## src/hub_rst_pkg.sv

```systemverilog
package hub_rst_pkg;
  // link power states, one-hot
  typedef enum logic [2:0] {
    LINK_ON      = 3'b001,
    LINK_SLEEP   = 3'b010,
    LINK_SUSPEND = 3'b100
  } link_state_t;

  localparam int CLK_MHZ = 125;
  localparam int POR_HOLD_US = 1000;
  localparam int SLEEP_ENTRY_US = 10;
  localparam int SLEEP_EXIT_US = 50;
  localparam int SUSP_ENTRY_US = 3000;
  localparam int SUSP_EXIT_US = 2000;
  // longest times round down, less one so the move lands strictly under the bound
  localparam int SLEEP_ENTRY_CYC = SLEEP_ENTRY_US * CLK_MHZ - 1;
  localparam int SLEEP_EXIT_CYC = SLEEP_EXIT_US * CLK_MHZ - 1;
  localparam int SUSP_ENTRY_CYC = SUSP_ENTRY_US * CLK_MHZ;
  localparam int SUSP_EXIT_CYC = SUSP_EXIT_US * CLK_MHZ;
  localparam int POR_HOLD_CYC = POR_HOLD_US * CLK_MHZ;
  localparam logic [6:0] ADDR_RESET = 7'h00;
  localparam logic [7:0] CONFIG_NONE = 8'h00;
endpackage

```

## src/hub_reset_and_link_power.sv

```systemverilog
`timescale 1ns/1ps
// Function
// - the link is always in exactly one of on, sleep or suspend, with on the working state.
// - entering sleep finishes in under 10 us and leaving sleep finishes in under 50 us.
// - entering suspend takes about 3 ms and resuming to on takes about 2 ms from resume start.
// - three reset sources are recognised: power-on, external chip reset and upstream bus reset.
// - a power-on timer holds the internal reset for a fixed interval before releasing it.
// - while chip reset is held the block sits in a low-current standby state.
// - chip reset disables the transceivers and floats every differential pair.
// - chip reset aborts all transactions at once and keeps no earlier state.
// - chip reset returns every internal register except the power-on timer to its default.
// - chip reset stops oscillator and PLL, which restart only after release.
// - a bus reset sets the device address to 0 and the configuration to unconfigured.
// - a bus reset while suspended moves the link to on, then normal post-reset behaviour follows.
// - a bus reset is never passed to downstream ports.
module hub_reset_and_link_power #(
  parameter int POR_CYCLES = hub_rst_pkg::POR_HOLD_CYC,
  parameter int SUSP_ENTRY_CYCLES = hub_rst_pkg::SUSP_ENTRY_CYC,
  parameter int SUSP_EXIT_CYCLES = hub_rst_pkg::SUSP_EXIT_CYC
) (
  input wire logic clk,
  input wire logic sys_rst,
  input wire logic chipRst_n,
  input wire logic busReset,
  input wire logic sleepReq,
  input wire logic suspendReq,
  input wire logic resumeReq,
  input wire logic setAddrValid,
  input wire logic [6:0] setAddr,
  input wire logic setConfigValid,
  input wire logic [7:0] setConfig,
  output logic chipRstOut,
  output logic standby,
  output logic phyEnable,
  output logic diffPairOe_n,
  output logic oscRun,
  output logic pllRun,
  output logic txnAbort,
  output logic [2:0] linkState,
  output logic linkBusy,
  output logic [6:0] devAddr,
  output logic [7:0] devConfig,
  output logic downstreamRst
);
  localparam int CW = 24;

  // every counter is CW bits wide, so each count has to fit below 2**CW
  if (POR_CYCLES < 1 || POR_CYCLES >= 2 ** CW || SUSP_ENTRY_CYCLES < 1 ||
      SUSP_ENTRY_CYCLES >= 2 ** CW || SUSP_EXIT_CYCLES < 1 ||
      SUSP_EXIT_CYCLES >= 2 ** CW) begin : g_bad_cycles
    $error("cycle counts must lie between one and the counter range");
  end
  logic [CW-1:0] porCnt_reg;
  logic porDone_reg;
  logic chipRst;
  hub_rst_pkg::link_state_t state_reg, state_next;
  logic [CW-1:0] moveCnt_reg;
  logic [CW-1:0] moveTarget;
  logic moving_reg;
  hub_rst_pkg::link_state_t dest_reg;
  logic [6:0] addr_reg;
  logic [7:0] cfg_reg;
  logic [CW-1:0] busyAge_reg;

  // power-on timer; sys_rst stands for power being applied or reapplied
  always_ff @(posedge clk or posedge sys_rst) begin
    if (sys_rst) begin
      porCnt_reg <= '0;
      porDone_reg <= 1'b0;
    end else if (!porDone_reg) begin
      porCnt_reg <= porCnt_reg + 1'b1;
      porDone_reg <= (porCnt_reg == CW'(POR_CYCLES - 1));
    end
  end

  // one chip reset from power-on and the pin; bus reset stays out of it
  assign chipRst = sys_rst | !porDone_reg | !chipRst_n;
  assign chipRstOut = chipRst;
  assign standby = !chipRst_n;
  assign phyEnable = !chipRst;
  assign diffPairOe_n = chipRst;
  assign oscRun = chipRst_n;
  assign pllRun = chipRst_n;
  assign txnAbort = chipRst;
  assign downstreamRst = 1'b0;
  assign linkState = state_reg;
  assign linkBusy = moving_reg;

  // latency of the pending move; suspend exit counts from resume start
  assign moveTarget = (dest_reg == hub_rst_pkg::LINK_SLEEP) ? CW'(hub_rst_pkg::SLEEP_ENTRY_CYC) :
                      (dest_reg == hub_rst_pkg::LINK_SUSPEND) ? CW'(SUSP_ENTRY_CYCLES) :
                      (state_reg == hub_rst_pkg::LINK_SLEEP) ? CW'(hub_rst_pkg::SLEEP_EXIT_CYC) :
                      CW'(SUSP_EXIT_CYCLES);

  // next settled state once the move count is reached
  always_comb begin
    state_next = state_reg;
    if (moving_reg && moveCnt_reg == moveTarget - 1'b1) begin
      state_next = dest_reg;
    end
  end

  // link power state machine; bus reset forces on, which beats any move
  always_ff @(posedge clk or posedge chipRst) begin
    if (chipRst) begin
      state_reg <= hub_rst_pkg::LINK_ON;
      dest_reg <= hub_rst_pkg::LINK_ON;
      moving_reg <= 1'b0;
      moveCnt_reg <= '0;
    end else if (busReset) begin
      state_reg <= hub_rst_pkg::LINK_ON;
      dest_reg <= hub_rst_pkg::LINK_ON;
      moving_reg <= 1'b0;
      moveCnt_reg <= '0;
    end else if (moving_reg) begin
      state_reg <= state_next;
      moveCnt_reg <= moveCnt_reg + 1'b1;
      moving_reg <= (state_next != dest_reg);
    end else begin
      moveCnt_reg <= '0;
      unique case (state_reg)
        hub_rst_pkg::LINK_ON: begin
          if (suspendReq) begin
            dest_reg <= hub_rst_pkg::LINK_SUSPEND;
            moving_reg <= 1'b1;
          end else if (sleepReq) begin
            dest_reg <= hub_rst_pkg::LINK_SLEEP;
            moving_reg <= 1'b1;
          end
        end
        hub_rst_pkg::LINK_SLEEP, hub_rst_pkg::LINK_SUSPEND: begin
          if (resumeReq) begin
            dest_reg <= hub_rst_pkg::LINK_ON;
            moving_reg <= 1'b1;
          end
        end
      endcase
    end
  end

  // address and configuration; bus reset clears these as well as the link state machine
  always_ff @(posedge clk or posedge chipRst) begin
    if (chipRst) begin
      addr_reg <= hub_rst_pkg::ADDR_RESET;
      cfg_reg <= hub_rst_pkg::CONFIG_NONE;
    end else if (busReset) begin
      addr_reg <= hub_rst_pkg::ADDR_RESET;
      cfg_reg <= hub_rst_pkg::CONFIG_NONE;
    end else begin
      if (setAddrValid) addr_reg <= setAddr;
      if (setConfigValid) cfg_reg <= setConfig;
    end
  end
  assign devAddr = addr_reg;
  assign devConfig = cfg_reg;

  // age of the pending move; lets the latency checks use a counter, not a long delay range
  always_ff @(posedge clk or posedge chipRst) begin
    if (chipRst) begin
      busyAge_reg <= '0;
    end else if (moving_reg) begin
      busyAge_reg <= busyAge_reg + 1'b1;
    end else begin
      busyAge_reg <= '0;
    end
  end

  // checks
  property p_bus_clear;
    @(posedge clk) disable iff (chipRst) busReset |=> (devAddr == 7'h00 && devConfig == 8'h00);
  endproperty
  a_bus_clear: assert property (p_bus_clear) else $error("bus reset left address or config");
  property p_bus_wake;
    @(posedge clk) disable iff (chipRst) busReset |=> (linkState == 3'b001 && !linkBusy);
  endproperty
  a_bus_wake: assert property (p_bus_wake) else $error("bus reset did not wake link");
  property p_no_fwd;
    @(posedge clk) !downstreamRst;
  endproperty
  a_no_fwd: assert property (p_no_fwd) else $error("reset passed downstream");
  property p_phy_off;
    @(posedge clk) !chipRst_n |-> (!phyEnable && diffPairOe_n && txnAbort && !oscRun && !pllRun);
  endproperty
  a_phy_off: assert property (p_phy_off) else $error("pin reset left phy or clocks on");
  property p_onehot;
    @(posedge clk) disable iff (chipRst) $onehot(linkState);
  endproperty
  a_onehot: assert property (p_onehot) else $error("link state not one-hot");
  property p_sleep_entry;
    @(posedge clk) disable iff (chipRst)
      (moving_reg && dest_reg == hub_rst_pkg::LINK_SLEEP) |->
      busyAge_reg < CW'(hub_rst_pkg::SLEEP_ENTRY_CYC);
  endproperty
  a_sleep_entry: assert property (p_sleep_entry) else $error("sleep entry too slow");
  property p_sleep_exit;
    @(posedge clk) disable iff (chipRst)
      (moving_reg && dest_reg == hub_rst_pkg::LINK_ON && state_reg == hub_rst_pkg::LINK_SLEEP) |->
      busyAge_reg < CW'(hub_rst_pkg::SLEEP_EXIT_CYC);
  endproperty
  a_sleep_exit: assert property (p_sleep_exit) else $error("sleep exit too slow");
  property p_susp_entry;
    @(posedge clk) disable iff (chipRst)
      (moving_reg && dest_reg == hub_rst_pkg::LINK_SUSPEND) |->
      busyAge_reg < CW'(SUSP_ENTRY_CYCLES);
  endproperty
  a_susp_entry: assert property (p_susp_entry) else $error("suspend entry too slow");
  property p_susp_exit;
    @(posedge clk) disable iff (chipRst)
      (moving_reg && dest_reg == hub_rst_pkg::LINK_ON && state_reg == hub_rst_pkg::LINK_SUSPEND) |->
      busyAge_reg < CW'(SUSP_EXIT_CYCLES);
  endproperty
  a_susp_exit: assert property (p_susp_exit) else $error("suspend exit too slow");
  property p_standby;
    @(posedge clk) standby == !chipRst_n;
  endproperty
  a_standby: assert property (p_standby) else $error("standby does not follow pin");
  property p_por_hold;
    @(posedge clk) disable iff (sys_rst) $rose(porDone_reg) |-> $past(porCnt_reg) == CW'(POR_CYCLES - 1);
  endproperty
  a_por_hold: assert property (p_por_hold) else $error("power-on hold length wrong");
  c_sleep: cover property (@(posedge clk) linkState == 3'b010);
  c_suspend: cover property (@(posedge clk) linkState == 3'b100);
  c_bus_wake: cover property (@(posedge clk) linkState == 3'b100 && busReset);
  c_pin_rst: cover property (@(posedge clk) $fell(chipRst_n));
  c_resume: cover property (@(posedge clk) $fell(linkBusy) && linkState == 3'b001);
endmodule // hub_reset_and_link_power

```

## config.mk

```make
export PLATFORM = sky130hd
export DESIGN_NAME = hub_reset_and_link_power
export DESIGN_NICKNAME = d
export VERILOG_FILES = /design/src/hub_rst_pkg.sv /design/src/hub_reset_and_link_power.sv
export SDC_FILE = /design/constraint.sdc
export NUM_CORES = 1
export LEC_CHECK = 0
export ABC_AREA = 1
export BUFFER_PORTS_ARGS = -buffer_cell sky130_fd_sc_hd__buf_2
export CELL_PAD_IN_SITES_DETAIL_PLACEMENT = 0
export CELL_PAD_IN_SITES_GLOBAL_PLACEMENT = 1
export CORE_MARGIN = 8
export CORE_UTILIZATION = 43
export CTS_CLUSTER_DIAMETER = 50
export DETAILED_ROUTE_END_ITERATION = 10
export GPL_TIMING_DRIVEN = 0
export PLACE_DENSITY_LB_ADDON = 0.1
export SYNTH_ARGS = -nofsm -noshare
export SYNTH_HDL_FRONTEND = slang
export SYNTH_SLANG_ARGS = --single-unit
```

## constraint.sdc

```tcl
create_clock -name clk -period 8.4 [get_ports clk]
set_clock_uncertainty 0.1 [all_clocks]
set_input_delay 1.26 -clock clk [delete_from_list [all_inputs] [get_ports clk]]
set_output_delay 1.26 -clock clk [all_outputs]
set_load 0.02 [all_outputs]
```

# Yosys cells after proc, flatten, opt, wreduce, memory -nomap -nowiden

Index checks and enable logic that the tools add are counted.
W data, S select, Z words.

Bits in latches: 0
Input bits: 24
Memory bits (read-only): 0
Memories kept: 0
Register bits: 71
Memory bits (writable): 0
Word-level logic and storage cells: 58

Reduce and logical (&&, ||, !) cells: 9
Shifts and indexed selects: 0
Divide/modulo/power cells: 0
Equal/unequal tests: 11
Muxes and demuxes: 25
Multiply operators: 0
Magnitude comparators: 0
$add $sub $neg: 3
Bitwise logic cells: 2

Operators with widths:

| operator                | number |
|---|---|
| $add A24 B1 Y24 const B | 2 |
| $mux W24                | 2 |
| $mux W19                | 2 |
| $eq A24 B17 Y1 const B  | 1 |
| $eq A24 B24 Y1          | 1 |
| $mux W3                 | 8 |
| $sub A19 B1 Y20 const B | 1 |
| $mux W18                | 1 |
| $mux W8                 | 2 |
| $mux W7                 | 2 |
| $eq A3 B2 Y1 const B    | 2 |
| $eq A3 B3 Y1 const B    | 2 |
| $mux W1                 | 6 |
| $pmux W3 S2             | 1 |
| $reduce_bool A2 Y1      | 3 |
| $ne A4 B4 Y1 const B    | 1 |
| $eq A3 B1 Y1 const B    | 1 |
| $logic_not A1 Y1        | 3 |
| $ne A3 B3 Y1            | 1 |
| $ne A3 B3 Y1 const B    | 1 |
| $reduce_and A3 Y1       | 1 |
| $ne A2 B2 Y1 const B    | 1 |
| $or A1 B1 Y1            | 2 |
| $pmux W1 S2             | 1 |
| other kinds (2)         | 2 |

# Logic depth before layout (Yosys ltp)

Word-level depth: 11
Depth in mapped cells: 20
Depth with buffers taken out: 20

# Worst setup path after synthesis

Ideal clock, no wire load.

Kind: input port to output port
Start point: input chipRst_n
End point: output diffPairOe_n
Setup slack: 529 ps
Buffers on the path: 1
Arrival: 6511 ps
Stages: 4
Cell sequence: inv_1 -> nor3_1 -> inv_1 -> buf_4

Word-level cells in the longest chain between the ends: 2

Ends and longest elaborated chain:

| what               | line                           | RTL |
|---|---|---|
| start: declaration | hub_reset_and_link_power.sv:23 | `input wire logic chipRst_n,` |
| $logic_not A1 Y1   | hub_reset_and_link_power.sv:77 | `assign chipRst = sys_rst \| !porDone_reg \| !chipRst_n;` |
| $or A1 B1 Y1       | hub_reset_and_link_power.sv:77 |  |
| end: declaration   | hub_reset_and_link_power.sv:35 | `output logic diffPairOe_n,` |

Every way passes these cells.

# Final worst setup path

Start point: input sys_rst
End point: output txnAbort

Word-level cells in the longest chain between the ends: 2

Ends and longest elaborated chain:

| what                      | line                           | RTL |
|---|---|---|
| start: declaration        | hub_reset_and_link_power.sv:22 | `input wire logic sys_rst,` |
| $or A1 B1 Y1 (2 in a row) | hub_reset_and_link_power.sv:77 |  |
| end: declaration          | hub_reset_and_link_power.sv:38 | `output logic txnAbort,` |

Every way passes these cells.

==> metrics.txt <==
# TYPE chip_impl_metric gauge
chip_impl_metric{name="fill_cells",unit=""} 942
chip_impl_metric{name="cts.hold.buffers_added",unit=""} 0
chip_impl_metric{name="initial_antenna_violation_count",unit=""} 0
chip_impl_metric{name="maxCapViolations",unit=""} 0
chip_impl_metric{name="final_nets",unit=""} 605
chip_impl_metric{name="insertion_delay",unit="ns"} 0.34
chip_impl_metric{name="clk_transition_reported_paths",unit="ns"} 0.08
chip_impl_metric{name="placement.cell_area",unit="mm^2"} 0.004494
chip_impl_metric{name="dr.pass1.iters",unit=""} 6
chip_impl_metric{name="drive_above_1_share",unit=""} 0.2113
chip_impl_metric{name="drt.antenna.violating_nets",unit=""} 0
chip_impl_metric{name="dp.final_hpwl",unit="um"} 7432
chip_impl_metric{name="fin_crit",unit="ns"} 4.078
chip_impl_metric{name="p_switching",unit="uW"} 186.7
chip_impl_metric{name="via_count",unit=""} 3497
chip_impl_metric{name="switching_part_of_the_total",unit=""} 0.2572
chip_impl_metric{name="track_usage",unit=""} 0.1577
chip_impl_metric{name="async_flop_share",unit=""} 1.000
chip_impl_metric{name="yosys_register_bits",unit=""} 71
chip_impl_metric{name="grt_max_degree",unit=""} 26
chip_impl_metric{name="placementRows",unit=""} 35
chip_impl_metric{name="global_route.overflow_total",unit=""} 0
chip_impl_metric{name="floorplan.die.height",unit="um"} 113.3
chip_impl_metric{name="timing.critical_path.buf_inv",unit=""} 5
chip_impl_metric{name="number_of_warning_messages_in_the_yosys_log",unit=""} 0
chip_impl_metric{name="grt_first_pass_wirelength",unit="um"} 16370
chip_impl_metric{name="htree_levels",unit=""} 3
chip_impl_info{name="grt_most_used_layer",value="met2"} 1
chip_impl_metric{name="ys_seq_area_frac",unit=""} 0.4371
chip_impl_metric{name="distinct_cell_type_count_after_synthesis",unit=""} 42
chip_impl_info{name="postSynth.topFlopCell",value="dfrtp_1"} 1
chip_impl_metric{name="core",unit="mm^2"} 0.009196
chip_impl_metric{name="required",unit="ns"} 7.04
chip_impl_metric{name="cts_setup_buffers",unit=""} 0
chip_impl_metric{name="syn-instance-count",unit=""} 516
chip_impl_info{name="path_common_cell",value="buf_2"} 1
chip_impl_info{name="path_cells",value="buf_2 > nor3_2 > buf_6 > inv_1 > buf_4 > buf_2"} 1
chip_impl_metric{name="io_buffers",unit=""} 47
chip_impl_info{name="post_synth_most_frequent_cells",value="nand2_1 (102), inv_1 (76), dfrtp_1 (69)"} 1
chip_impl_metric{name="achievable-frequency",unit="MHz"} 245.2
chip_impl_metric{name="synth_top_area_frac",unit=""} 0.4242
chip_impl_metric{name="design.die.area",unit="mm^2"} 0.01283
chip_impl_info{name="status",value="finished clean"} 1
chip_impl_metric{name="finalNonFillerCells",unit=""} 693
chip_impl_metric{name="grt.met1_usage",unit=""} 0.1929
chip_impl_metric{name="r2r_slack",unit="ns"} 5.71
chip_impl_info{name="critPathKind",value="in2out"} 1
chip_impl_metric{name="use_met3",unit=""} 0.03621
chip_impl_metric{name="vdd_ir_drop_max",unit="uV"} 80.08
chip_impl_metric{name="clockBufferDepth",unit=""} 2
chip_impl_metric{name="final_core_util",unit=""} 0.5116
chip_impl_metric{name="critPathMaxFanout",unit=""} 12
chip_impl_metric{name="drt-vias-per-instance",unit=""} 5.046
chip_impl_metric{name="floorplan.io_pins",unit=""} 51
chip_impl_info{name="critPathTopFamily",value="buffers and inverters"} 1
chip_impl_metric{name="gpl.final_weighted_congestion",unit=""} 0.8354
chip_impl_info{name="rsz_0062_raised_after_global_routing",value="no"} 1
chip_impl_metric{name="relSlewSlack",unit=""} 0.3504
chip_impl_info{name="crit_path_top_delay_cell",value="nor3_2"} 1
chip_impl_metric{name="wl_per_cell",unit="um"} 13.76
chip_impl_metric{name="worst-endpoint-arrival",unit="ns"} 2.72
chip_impl_info{name="yosys_top_cell_by_area",value="dfrtp_1"} 1
chip_impl_metric{name="max_slew.worst_pin.slew",unit="ns"} 0.9733
chip_impl_metric{name="cell_area_after_synthesis",unit="mm^2"} 0.004070
chip_impl_metric{name="grt_pass1_vias",unit=""} 3531
chip_impl_info{name="netlist_top_cells_area",value="dfrtp_1 (42%), nand2_1 (9.4%), inv_1 (7.0%)"} 1
chip_impl_metric{name="antenna_cells_inserted",unit=""} 0
chip_impl_metric{name="mappedNetlistNets",unit=""} 543
chip_impl_metric{name="slowest_delay",unit="ns"} 0.73
chip_impl_metric{name="slew_viol_final",unit=""} 0
chip_impl_metric{name="setup-violations-final",unit=""} 0
chip_impl_info{name="timing.hold.worst.class",value="reg2reg"} 1
chip_impl_info{name="tritoncts",value="yes"} 1
chip_impl_metric{name="wirelength",unit="um"} 9539
chip_impl_metric{name="timing.final.hold_violations",unit=""} 0
chip_impl_metric{name="drc",unit=""} 0
chip_impl_info{name="synth_most_common_cell",value="nand2_1"} 1
chip_impl_metric{name="power",unit="uW"} 726.0
chip_impl_metric{name="flow.area_growth_from_synthesis",unit="%"} 15.59
chip_impl_metric{name="synth.avg_cell_area",unit="um^2"} 7.888
chip_impl_metric{name="clock_power_share",unit=""} 0.410
chip_impl_metric{name="post_cts.resized_instances",unit=""} 0
chip_impl_info{name="cp-start-kind",value="input pin"} 1
chip_impl_metric{name="p_leak",unit="uW"} 0.002272
chip_impl_metric{name="fp.dieW",unit="um"} 113.3
chip_impl_metric{name="p_seq_frac",unit=""} 0.489
chip_impl_info{name="clock-root-buffer",value="clkbuf_8"} 1
chip_impl_metric{name="number_of_cells_in_the_design_after_placement",unit=""} 678
chip_impl_metric{name="power.internal",unit="uW"} 539.3
chip_impl_metric{name="fin_crit_sh",unit=""} 0.4855
chip_impl_metric{name="synth-edff-count",unit=""} 0
chip_impl_info{name="cp-end-kind",value="output pin"} 1
chip_impl_metric{name="met2_usage",unit=""} 0.2706
chip_impl_metric{name="pwr_cell_area",unit="mW/mm^2"} 154.3
chip_impl_metric{name="power.share.combinational",unit=""} 0.101
chip_impl_metric{name="cts.sink_count",unit=""} 71
chip_impl_metric{name="cts_buffers",unit=""} 9
chip_impl_metric{name="design_area",unit="mm^2"} 0.004705
chip_impl_metric{name="floorplan.initialDensity",unit=""} 0.4426
chip_impl_metric{name="first_iter_violations",unit=""} 119
[worst register-to-register path: stages (launching register included)]
cell and delay (ns):
dfstp_2 0.56, inv_1 0.11, nand3_4 0.14, buf_6 0.16, nand2_1 0.09, ha_1 0.30, inv_1 0.04, nand2_1 0.05
nand2_1 0.07, nor2_1 0.09, nand2_1 0.10, nor3_4 0.17, nand3_4 0.13, o21ai_1 0.15, nand2_1 0.06, nand2_1 0.07
nand3_1 0.07, nand2_1 0.06, nand2_1 0.06
[cell usage in the layout (no fill, tap or decap), types with 3 or more instances in the layout]
cell type / instances
nand2_1: 102
inv_1: 76
dfrtp_1: 69
buf_2: 47
nor2_1: 33
nand3_1: 33
o21ai_0: 30
a21oi_1: 22
nand4_1: 18
xor2_1: 18
nor3_1: 14
inv_2: 10
clkbuf_8: 9
nand2_2: 8
clkbuf_1: 8
nor3_2: 6
o21a_1: 6
nor2_2: 5
buf_6: 5
nor2_4: 5
nand3_2: 5
o21ai_1: 5
buf_4: 5
xnor2_1: 4
nor4_1: 3
a31oi_1: 3
o21ai_2: 3
ha_1: 3
[power groups by stage]
stage               registers, uW  clock network [uW]  logic, uW
finish                        355                 297       73.3
global placement              362                   0       73.6
floorplan                     368                   0       44.7
global route                  356                 322       83.9
detailed placement            362                   0       74.1
CTS                           355                 307       74.4
[through the flow]
stage | TNS [ns] | worst slack, ns | hold WS [ns]
2_1_floorplan | 0 | 0.5289 | 0.3546
3_3_place_gp | -1.418 | -0.4258 | 0.3833
3_5_place_dp | 0 | 4.222 | 0.3878
4_1_cts | 0 | 4.213 | 0.3990
5_1_grt | 0 | 4.120 | 0.4170
6_report | 0 | 4.322 | 0.3954
[kinds of logic (layout without fill, tap and decap cells)]
group / after synthesis / count (layout) / synth area share
other: 1 / 1 / 0.0009213
flip-flops: 71 / 71 / 0.4371
XOR/XNOR: 22 / 22 / 0.04734
AND/OR/NAND/NOR: 244 / 244 / 0.3050
AO/OA/AOI/OAI: 74 / 74 / 0.1008
buffers and inverters: 101 / 167 / 0.09960
adder cells (fa/ha/maj): 3 / 3 / 0.009223
[per-layer routing]
metal | share of wire | up-vias | wire [um]
met5 | 0 | - | 0
met2 | 0.49 | 53 | 4718
met3 | 0.030 | 15 | 288
li1 | - | 1786 | -
met1 | 0.46 | 1643 | 4410
met4 | 0.013 | 0 | 121
[final cells by class]
type	count	area, um^2	share of cell area
Multi-Input combinational cell	344	1891	0.4019
Timing Repair Buffer	51	280.3	0.05957
Inverter	87	326.6	0.06941
Sequential cell	71	1779	0.3782
Clock buffer	9	123.9	0.02633
Buffer	14	78.83	0.01676
Tap cell	111	138.9	0.02952
Clock inverter	6	86.33	0.01835
[worst paths after layout]
kind                             endpoint  depth (start not counted)            from
max in group asynchronous      devAddr[5]                          4         sys_rst
max reg2reg                      linkBusy                         18     dest_reg[0]
min in group asynchronous  moveCnt_reg[6]                          2     porDone_reg
min reg2reg                moveCnt_reg[0]                          1  moveCnt_reg[0]
min                        moveCnt_reg[0]                          1  moveCnt_reg[0]
max                              txnAbort                          6         sys_rst
Note: power is estimated with default switching activity, not from simulation.
